[config.mk]
export PLATFORM = sky130hd
export DESIGN_NAME = acc_top
export DESIGN_NICKNAME = d
export VERILOG_FILES = /design/src/inc/acc_pkg.sv /design/src/hdl/acc_input_mux.sv /design/src/hdl/acc_top.sv
export SDC_FILE = /design/constraint.sdc
export NUM_CORES = 1
export LEC_CHECK = 0
export BUFFER_PORTS_ARGS = -buffer_cell sky130_fd_sc_hd__buf_2
export CAP_MARGIN = 20
export CORE_ASPECT_RATIO = 1.1
export CORE_MARGIN = 1.5
export CORE_UTILIZATION = 51
export CTS_CLUSTER_SIZE = 28
export DETAILED_ROUTE_END_ITERATION = 8
export GPL_TIMING_DRIVEN = 0
export PLACE_DENSITY = 0.78
export RECOVER_POWER = 25
export SYNTH_ARGS = -nofsm -noshare
export SYNTH_HDL_FRONTEND = slang
export SYNTH_SLANG_ARGS = --single-unit
[constraint.sdc]
create_clock -name MCLK -period 2.35 [get_ports MCLK]
set_input_delay 0.1175 -clock MCLK [delete_from_list [all_inputs] [get_ports MCLK]]
set_output_delay 0.1175 -clock MCLK [all_outputs]
set_load 0.005 [all_outputs]
[src/inc/acc_pkg.sv]
// Purpose: shared constants and types for the converter control block
// Assumes: 8-bit special function register bus, one clock
// Notes: addresses are the byte addresses of the register bus
package acc_pkg;
  // ==========================================================================
  // register addresses
  localparam logic [7:0] ACC_ADDR_CTRL = 8'hC5;
  localparam logic [7:0] ACC_ADDR_RES_HI = 8'hC3;
  localparam logic [7:0] ACC_ADDR_RES_LO = 8'hC2;
  // ==========================================================================
  // control register layout
  localparam int ACC_BIT_DONE = 7;
  localparam int ACC_BIT_CONT = 6;
  localparam int ACC_BIT_IE = 5;
  localparam int ACC_BIT_OVR = 4;
  localparam int ACC_SEL_W = 4;
  localparam logic [7:0] ACC_CTRL_RESET = 8'h00;
  localparam logic [7:0] ACC_RDATA_IDLE = 8'h00;
  // ==========================================================================
  // result layout: sign in the top bit, then magnitude bits 10..0
  localparam int ACC_RES_W = 12;
  localparam logic [3:0] ACC_LO_PAD = 4'h0;
  // ==========================================================================
  // input select codes and timing
  localparam logic [3:0] ACC_SEL_DIFF_BASE = 4'h8;
  localparam logic [3:0] ACC_SEL_REF = 4'hC;
  localparam int ACC_CONV_CYCLES = 224;
  // ==========================================================================
  // converter sequencer state
  typedef enum logic {
    ACC_ST_IDLE = 1'b0,
    ACC_ST_CONV = 1'b1
  } acc_state_e;
endpackage

[src/hdl/acc_input_mux.sv]
// Purpose: decode the input select code into converter input routing
// Assumes: purely combinational, registered by the caller
// Notes: codes above the reference code route nothing
`timescale 1ns/1ps
module acc_input_mux
  import acc_pkg::*;
(
  input wire logic [3:0] sel, // input select code
  output logic [2:0] pos_ch, // channel on the positive input
  output logic [2:0] neg_ch, // channel on the negative input
  output logic neg_common, // negative input on the floating common
  output logic ref_pair, // reference pair routed to the converter
  output logic sel_valid // code selects a defined input
);
  // ==========================================================================
  // routing decode
  // default path parks everything on channel 0 with no valid routing
  always_comb begin
    pos_ch = 3'h0;
    neg_ch = 3'h0;
    neg_common = 1'b0;
    ref_pair = 1'b0;
    sel_valid = 1'b0;
    if (sel < ACC_SEL_DIFF_BASE) begin
      pos_ch = sel[2:0];
      neg_common = 1'b1;
      sel_valid = 1'b1;
    end else if (sel < ACC_SEL_REF) begin
      pos_ch = {sel[1:0], 1'b1};
      neg_ch = {sel[1:0], 1'b0};
      sel_valid = 1'b1;
    end else if (sel == ACC_SEL_REF) begin
      ref_pair = 1'b1;
      sel_valid = 1'b1;
    end
  end
endmodule

[src/hdl/acc_top.sv]
// Purpose: conversion control for the 12-bit converter behind the register bus
// Assumes: converter result is valid on ADC_RESULT when the conversion ends, same clock
// Notes: a write to control while idle starts one conversion
// How it works
// - codes 0..7 route channel n positive, floating common negative
// - codes 8..11 route differential pairs 1/0, 3/2, 5/4, 7/6
// - done flag sets at the end of every conversion, result stored
// - reading the high result byte clears done and overrun
// - continuous enable runs back-to-back conversions of 224 cycles each
// - clearing continuous lets the running conversion finish, then stops
// - conversion ending while done is set sets overrun and overwrites result
// - control register at C5H: done, continuous, irq enable, overrun, select
// - high byte at C3H: sign, then result bits 10..4
// - low byte at C2H: result bits 3..0 high, zeros below
// - control write with irq enable gives interrupt 3 after 224 cycles
`timescale 1ns/1ps
module acc_top
  import acc_pkg::*;
#(
  parameter int CONV_CYCLES = ACC_CONV_CYCLES // clock cycles per conversion
) (
  input wire logic MCLK, // system clock
  input wire logic SYS_RST, // asynchronous reset, active high
  input wire logic [7:0] SFR_ADDR, // register address
  input wire logic [7:0] SFR_WDATA, // write data
  input wire logic SFR_WR, // write strobe
  input wire logic SFR_RD, // read strobe
  output logic [7:0] SFR_RDATA, // read data, one cycle after the strobe
  input wire logic [ACC_RES_W-1:0] ADC_RESULT, // converter result, sign on top
  output logic CONV_START, // start pulse to the converter core
  output logic [2:0] POS_CH, // positive input channel
  output logic [2:0] NEG_CH, // negative input channel
  output logic NEG_COMMON, // negative input on floating common
  output logic REF_PAIR, // reference pair selected
  output logic SEL_VALID, // selection is defined
  output logic INT3_REQ // interrupt 3 request pulse
);
  localparam int CNT_W = $clog2(CONV_CYCLES);
  localparam logic [CNT_W-1:0] CNT_LAST = CNT_W'(CONV_CYCLES - 1);

  // ==========================================================================
  // bus decode
  logic wr_ctrl;
  logic rd_hi;
  logic rd_lo;
  logic rd_ctrl;
  assign wr_ctrl = SFR_WR && (SFR_ADDR == ACC_ADDR_CTRL);
  assign rd_hi = SFR_RD && (SFR_ADDR == ACC_ADDR_RES_HI);
  assign rd_lo = SFR_RD && (SFR_ADDR == ACC_ADDR_RES_LO);
  assign rd_ctrl = SFR_RD && (SFR_ADDR == ACC_ADDR_CTRL);

  // ==========================================================================
  // sequencer
  acc_state_e state_reg;
  logic [CNT_W-1:0] cnt_reg;
  logic conv_end;
  logic start_now;
  logic cont_reg;
  logic ie_reg;
  logic done_reg;
  logic ovr_reg;
  logic [ACC_SEL_W-1:0] sel_reg;
  logic [ACC_RES_W-1:0] res_reg;

  assign conv_end = (state_reg == ACC_ST_CONV) && (cnt_reg == CNT_LAST);
  // a write while busy changes settings but never restarts the conversion
  assign start_now = wr_ctrl && (state_reg == ACC_ST_IDLE);

  // state and cycle counter
  always_ff @(posedge MCLK or posedge SYS_RST) begin
    if (SYS_RST) begin
      state_reg <= ACC_ST_IDLE;
      cnt_reg <= '0;
    end else begin
      unique case (state_reg)
        ACC_ST_IDLE: begin
          cnt_reg <= '0;
          if (start_now) begin
            state_reg <= ACC_ST_CONV;
          end
        end
        ACC_ST_CONV: begin
          if (conv_end) begin
            cnt_reg <= '0;
            // continuous bit only checked at the end, so clearing it never cuts a conversion short
            if (!cont_reg) begin
              state_reg <= ACC_ST_IDLE;
            end
          end else begin
            cnt_reg <= cnt_reg + 1'b1;
          end
        end
      endcase
    end
  end

  // ==========================================================================
  // control register writable fields
  always_ff @(posedge MCLK or posedge SYS_RST) begin
    if (SYS_RST) begin
      cont_reg <= ACC_CTRL_RESET[ACC_BIT_CONT];
      ie_reg <= ACC_CTRL_RESET[ACC_BIT_IE];
      sel_reg <= ACC_CTRL_RESET[ACC_SEL_W-1:0];
    end else if (wr_ctrl) begin
      cont_reg <= SFR_WDATA[ACC_BIT_CONT];
      ie_reg <= SFR_WDATA[ACC_BIT_IE];
      sel_reg <= SFR_WDATA[ACC_SEL_W-1:0];
    end
  end

  // status flags: a conversion end in the same cycle as the clearing read wins
  always_ff @(posedge MCLK or posedge SYS_RST) begin
    if (SYS_RST) begin
      done_reg <= ACC_CTRL_RESET[ACC_BIT_DONE];
      ovr_reg <= ACC_CTRL_RESET[ACC_BIT_OVR];
    end else if (conv_end) begin
      done_reg <= 1'b1;
      if (done_reg) begin
        ovr_reg <= 1'b1;
      end else if (rd_hi) begin
        ovr_reg <= 1'b0;
      end
    end else if (rd_hi) begin
      done_reg <= 1'b0;
      ovr_reg <= 1'b0;
    end
  end

  // result capture, always overwrites the previous one
  always_ff @(posedge MCLK or posedge SYS_RST) begin
    if (SYS_RST) begin
      res_reg <= '0;
    end else if (conv_end) begin
      res_reg <= ADC_RESULT;
    end
  end

  // ==========================================================================
  // read data, idle value when nothing mapped is read
  always_ff @(posedge MCLK or posedge SYS_RST) begin
    if (SYS_RST) begin
      SFR_RDATA <= ACC_RDATA_IDLE;
    end else if (rd_ctrl) begin
      SFR_RDATA <= {done_reg, cont_reg, ie_reg, ovr_reg, sel_reg};
    end else if (rd_hi) begin
      SFR_RDATA <= res_reg[ACC_RES_W-1:4];
    end else if (rd_lo) begin
      SFR_RDATA <= {res_reg[3:0], ACC_LO_PAD};
    end else begin
      SFR_RDATA <= ACC_RDATA_IDLE;
    end
  end

  // ==========================================================================
  // interrupt and converter start pulses
  always_ff @(posedge MCLK or posedge SYS_RST) begin
    if (SYS_RST) begin
      INT3_REQ <= 1'b0;
      CONV_START <= 1'b0;
    end else begin
      INT3_REQ <= conv_end && ie_reg;
      CONV_START <= start_now || (conv_end && cont_reg);
    end
  end

  // ==========================================================================
  // input routing, registered so the pins never glitch
  logic [2:0] mux_pos;
  logic [2:0] mux_neg;
  logic mux_common;
  logic mux_ref;
  logic mux_valid;
  acc_input_mux u_mux (
    .sel(sel_reg),
    .pos_ch(mux_pos),
    .neg_ch(mux_neg),
    .neg_common(mux_common),
    .ref_pair(mux_ref),
    .sel_valid(mux_valid)
  );

  always_ff @(posedge MCLK or posedge SYS_RST) begin
    if (SYS_RST) begin
      POS_CH <= 3'h0;
      NEG_CH <= 3'h0;
      NEG_COMMON <= 1'b0;
      REF_PAIR <= 1'b0;
      SEL_VALID <= 1'b0;
    end else begin
      POS_CH <= mux_pos;
      NEG_CH <= mux_neg;
      NEG_COMMON <= mux_common;
      REF_PAIR <= mux_ref;
      SEL_VALID <= mux_valid;
    end
  end

  // ==========================================================================
  // checks
  property p_irq_after_start;
    @(posedge MCLK) disable iff (SYS_RST)
      (start_now && SFR_WDATA[ACC_BIT_IE]) |-> ##225 INT3_REQ;
  endproperty
  a_irq_after_start: assert property (p_irq_after_start) else $error("no interrupt 224 cycles after start");

  property p_single;
    @(posedge MCLK) disable iff (SYS_RST)
      (sel_reg < ACC_SEL_DIFF_BASE) |=> (POS_CH == $past(sel_reg[2:0])) && NEG_COMMON;
  endproperty
  a_single: assert property (p_single) else $error("single-ended routing wrong");

  property p_diff;
    @(posedge MCLK) disable iff (SYS_RST)
      (sel_reg >= ACC_SEL_DIFF_BASE && sel_reg < ACC_SEL_REF) |=>
        (POS_CH == NEG_CH + 3'h1) && !NEG_COMMON && !NEG_CH[0] && (NEG_CH[2:1] == $past(sel_reg[1:0]));
  endproperty
  a_diff: assert property (p_diff) else $error("differential routing wrong");

  property p_ref;
    @(posedge MCLK) disable iff (SYS_RST)
      (sel_reg == ACC_SEL_REF) |=> REF_PAIR && SEL_VALID && !NEG_COMMON;
  endproperty
  a_ref: assert property (p_ref) else $error("reference routing wrong");

  property p_read_clears;
    @(posedge MCLK) disable iff (SYS_RST)
      (rd_hi && !conv_end) |=> !done_reg && !ovr_reg;
  endproperty
  a_read_clears: assert property (p_read_clears) else $error("high byte read did not clear flags");

  property p_overrun;
    @(posedge MCLK) disable iff (SYS_RST)
      (conv_end && done_reg) |=> ovr_reg && done_reg && (res_reg == $past(ADC_RESULT));
  endproperty
  a_overrun: assert property (p_overrun) else $error("overrun not flagged");

  property p_cont_period;
    @(posedge MCLK) disable iff (SYS_RST)
      (conv_end && cont_reg) |=> CONV_START ##223 conv_end;
  endproperty
  a_cont_period: assert property (p_cont_period) else $error("continuous period wrong");

  property p_stop;
    @(posedge MCLK) disable iff (SYS_RST)
      (state_reg == ACC_ST_CONV && !conv_end) |=> (state_reg == ACC_ST_CONV);
  endproperty
  a_stop: assert property (p_stop) else $error("conversion cut short");

  property p_irq;
    @(posedge MCLK) disable iff (SYS_RST)
      (conv_end && ie_reg) |=> INT3_REQ ##1 !INT3_REQ;
  endproperty
  a_irq: assert property (p_irq) else $error("interrupt pulse wrong");

  property p_done;
    @(posedge MCLK) disable iff (SYS_RST)
      conv_end |=> done_reg;
  endproperty
  a_done: assert property (p_done) else $error("done flag not set");

  property p_ctrl_read;
    @(posedge MCLK) disable iff (SYS_RST)
      rd_ctrl |=> SFR_RDATA == {$past(done_reg), $past(cont_reg), $past(ie_reg), $past(ovr_reg), $past(sel_reg)};
  endproperty
  a_ctrl_read: assert property (p_ctrl_read) else $error("control readback wrong");

  property p_lo_read;
    @(posedge MCLK) disable iff (SYS_RST)
      rd_lo |=> (SFR_RDATA[3:0] == ACC_LO_PAD) && (SFR_RDATA[7:4] == $past(res_reg[3:0]));
  endproperty
  a_lo_read: assert property (p_lo_read) else $error("low byte layout wrong");

  property p_hi_read;
    @(posedge MCLK) disable iff (SYS_RST)
      rd_hi |=> SFR_RDATA == $past(res_reg[ACC_RES_W-1:4]);
  endproperty
  a_hi_read: assert property (p_hi_read) else $error("high byte layout wrong");
endmodule

== Yosys cells after proc, flatten, opt, wreduce, memory -nomap -nowiden ==
Index checks and enable logic that the tools add are counted.

* Logic and storage cells: 59
* Input port bits: 32
* Output and inout bits: 19
* Register bits: 48

* Multiplexer cells: 24
* Reduce and logical (&&, ||, !) cells: 10
* Eq/ne operators: 5
* $add $sub $neg: 1
* $lt $le $gt $ge: 2
* Bitwise operators: 1

{| class="wikitable"
|+ Operators by type and width
! operator !! count
|-
| $eq 8x8->1 const B || 4
|-
| $mux 8 || 4
|-
| $pmux 8 s2 || 1
|-
| $mux 1 || 14
|-
| $mux 3 || 4
|-
| $add 8x1->8 const B || 1
|-
| $logic_and 1x1->1 || 8
|-
| $lt 4x4->1 const B || 2
|-
| $eq 4x4->1 const B || 1
|-
| $pmux 1 s2 || 1
|-
| $reduce_bool 2->1 || 1
|-
| $logic_or 1x1->1 || 1
|-
| $not 1->1 || 1
|}

== Depth between registers and ports, before layout ==
* Depth after elaboration: 5
* Mapped depth: 5
* Mapped depth without buffers: 4

== Hierarchy ==
A second synthesis with hierarchy kept.

* Cells, all modules: 142
* Area, all modules: 1929.4 um2

{| class="wikitable"
|+ By module, submodules not included
! module !! area each (um2) !! seq. area each (um2) !! cells an instance !! instances
|-
| acc_top || 1858.0 || 1201.2 || 130 || 1
|-
| acc_input_mux || 71.3 || 0.0 || 12 || 1
|}

== Least setup slack after synthesis ==
OpenSTA, ideal clock, no wires.

* Path kind: register to register
* Start: reg cnt_reg[0]
* End: reg res_reg[0]
* Slack: 0.687 ns
* Library setup time: 0.125 ns
* Stages on the path, launching flop included: 6
* Path buffers: 1
* Data arrival time: 1.538 ns
* Data required time: 2.225 ns
* Path through: dfrtp_1 ha_1 nand4_4 nor3_4 buf_8 mux2_4

* Longest elaborated chain between the ends: 2

{| class="wikitable"
|+ Ends and longest elaborated chain
! element !! line !! RTL
|-
| start: declaration || acc_top.sv:55 || <nowiki>logic [CNT_W-1:0] cnt_reg;</nowiki>
|-
| start signal: assignment || acc_top.sv:90 || <nowiki>cnt_reg <= cnt_reg + 1'b1;</nowiki>
|-
| $eq 8x8->1 || acc_top.sv:65 || <nowiki>assign conv_end = (state_reg == ACC_ST_CONV) && (cnt_reg == CNT_LAST);</nowiki>
|-
| $logic_and 1x1->1 || acc_top.sv:65 ||
|-
| end signal: assignment || acc_top.sv:132 || <nowiki>res_reg <= '0;</nowiki>
|-
| end signal: assignment || acc_top.sv:134 || <nowiki>res_reg <= ADC_RESULT;</nowiki>
|-
| end: declaration || acc_top.sv:63 || <nowiki>logic [ACC_RES_W-1:0] res_reg;</nowiki>
|}

No other way between the ends.
A chain may end at the register's enable or synchronous reset.

== Worst setup path after layout ==
Same ends and word-level chain as after synthesis.

==> qor.txt <==
Worst setup EP type -> flop
Gp weighted congestion -> 0.738
Initial Util -> 0.531
Die W -> 61.8 µm
Final HPWL DP -> 2670 µm
Hold WC Path Type -> in -> reg
Post-Syn Area per Cell -> 13.3 µm²
Mapped Area -> 1940 µm²
Die span in y -> 67.7 µm
Fmax -> 0.523 GHz
Final Max Tran Viols -> 48
FILL cells -> 310
RSZ-0062 raised after global routing -> no
Post_cts resized -> 0
Failing checks -> max-capacitance violations, max-slew violations
Period minus WS final -> 1.91 ns
Setup TNS -> 0 ns
Sequential area share after synthesis -> 0.606
Post-synthesis net count -> 179
CTS tree -> yes
Static Leakage -> 0.00118 µW
Post-CTS Setup Bufs -> 0
Combinational power share -> 0.049
Worst setup SP type -> flop
Drt pass-1 iters -> 4
Hold buffers post-CTS -> 0
Flop pwr share -> 0.561
Via density -> 5.25
First-pass GRT wire length -> 5960 µm
Vias in the first global route -> 1305
Hold path depth -> 2
Buffers on Ports -> 46
CP arrival -> 2.10 ns
Power Dens Cells -> 628 nW/µm²
Switching Power -> 310 µW
Share of cells above drive strength 1 -> 0.412
Synthesized instance count -> 146
Total grt overflow -> 0
Status -> finished, violations left
Power Internal -> 1160 µW
Crit path max fanout -> 10
Layout net count -> 232
Netlist cell types -> 40
Initial antenna violation count -> 0
Num rows -> 23
Final hold viol count -> 0
I/O pin count -> 51
Via count -> 1307
Layout Utilization -> 0.641
CTS H-tree lvls -> 2
DR WL/cell -> 14.6 µm
CP Data Required Time -> 2.54 ns
Max FFs per register -> 12
GRT Util Overall -> 0.200
Worst-Skew Late Latency -> 0.30 ns
Die Area -> 4190 µm²
DRC Markers -> 0
Largest net degree at the start of global routing -> 48
P&R area growth vs syn -> 20.6%
Register bit total from synthesis -> 47
Final antenna-violating net count -> 0
Most frequent cells in the layout -> 47 x dfrtp_1, 47 x buf_2, 13 x mux2_2, 11 x nor2_1
Period utilisation layout -> 0.813
CP Class -> reg -> reg
CTS root buffer -> clkbuf_8
Relative slew slack -> -0.112
VDD IR-drop max -> 469 µV
Clock Pin Slew Worst Setup and Hold Paths -> 0.08 ns
Inserted Clock Buffers -> 5
Ys Warns -> 0
Core Area -> 3650 µm²
DRT Wirelength -> 3630 µm
Sw Ratio -> 0.211
Final setup violating endpoints -> 0
Yosys top cell area share -> 0.606
R2R depth -> 5
Clk_skew -> 0.00286 ns
Ant. Diodes -> 0
Clock power frac -> 0.390
Worst-Margin Slew -> 1.67 ns
CTS sink count -> 47
Max-Cap Viols -> 1
DR iter-0 viols -> 66
Synth area leaders -> dfrtp_1 61%, mux2_2 7.5%, mux2_4 3.9%
Post-synth top area cell -> dfrtp_1
Clock Path Buffers -> 2
## critical path, cell delays in order (launching register included)
cell,delay (ns)
dfrtp_1,0.40
ha_1,0.28
nand4_4,0.14
nor3_4,0.47
buf_8,0.22
mux2_4,0.30
## path summary, 6_finish.rpt
kind                       slack (ns)    endpoint           from
hold / removal                   0.04  res_reg[1]  ADC_RESULT[1]
max in group asynchronous        1.06  res_reg[6]        SYS_RST
hold reg to reg                  0.48  CONV_START      state_reg
min in group asynchronous        0.32   POS_CH[1]        SYS_RST
setup / recovery                 0.44  res_reg[0]     cnt_reg[0]
setup reg to reg                 0.44  res_reg[0]     cnt_reg[0]
## synth_stat cells (all sizes together)
| cell | instances |
|---|---|
| a21o | 3 |
| a21oi | 4 |
| a22o | 1 |
| a22oi | 5 |
| and2 | 2 |
| and3 | 2 |
| buf | 3 |
| conb | 1 |
| dfrtp | 47 |
| ha | 1 |
| inv | 6 |
| mux2 | 18 |
| mux2i | 4 |
| nand2 | 6 |
| nand3 | 4 |
| nand3b | 1 |
| nand4 | 5 |
| nor2 | 11 |
| nor2b | 2 |
| nor3 | 2 |
| nor4 | 1 |
| nor4b | 1 |
| o211ai | 1 |
| o21ai | 3 |
| o22ai | 4 |
| o2bb2ai | 1 |
| o31ai | 1 |
| or3 | 1 |
| or3b | 1 |
| or4 | 1 |
| xnor2 | 1 |
| xor2 | 2 |
## kinds of logic after synthesis
kind of cell,Yosys count,synth area share
mux,22,0.135
compound gates,23,0.0799
other cells,1,0.00193
fa+ha+maj,1,0.00644
flops,47,0.606
simple gates,40,0.132
xor+xnor,3,0.0135
buf+inv,9,0.0258
## final cells by class
cell class                 instances  area [µm²]  share of cell area
clock buffer                       5        68.8              0.0294
tap                               50        62.6              0.0267
buffer                             3        27.5              0.0118
timing repair buffer              46         230              0.0983
multi-input combinational         90         716               0.306
clock inverter                     2        37.5              0.0160
inverter                           6        22.5             0.00962
sequential                        47        1180               0.502
## power groups by stage
stage / logic [µW] / clock network (µW) / registers, µW
floorplan: 34.0 / 0 / 840
global placement: 70.3 / 0 / 840
detailed placement: 73.3 / 0 / 841
CTS: 73.8 / 578 / 825
global route: 81.9 / 610 / 826
finish: 72.4 / 573 / 825
## layer usage
layer / track usage / share of wire
met5: 0 / 0
met1: 0.240 / 0.41
met3: 0.0536 / 0.036
met2: 0.339 / 0.54
met4: 0.0718 / 0.016
## stage by stage
stage               setup slack, ns  area, µm²  hold WS (ns)  std cells  total power (µW)
detailed placement            0.439       2230         0.353        242               914
floorplan                     0.687       1940         0.264        146               874
global route                  0.348       2340        0.0398        249              1520
finish                        0.439       2340        0.0433        249              1470
global placement              0.486       2230         0.348        242               911
CTS                           0.425       2340        0.0419        249              1480
Power figures use the tool's default switching activity.
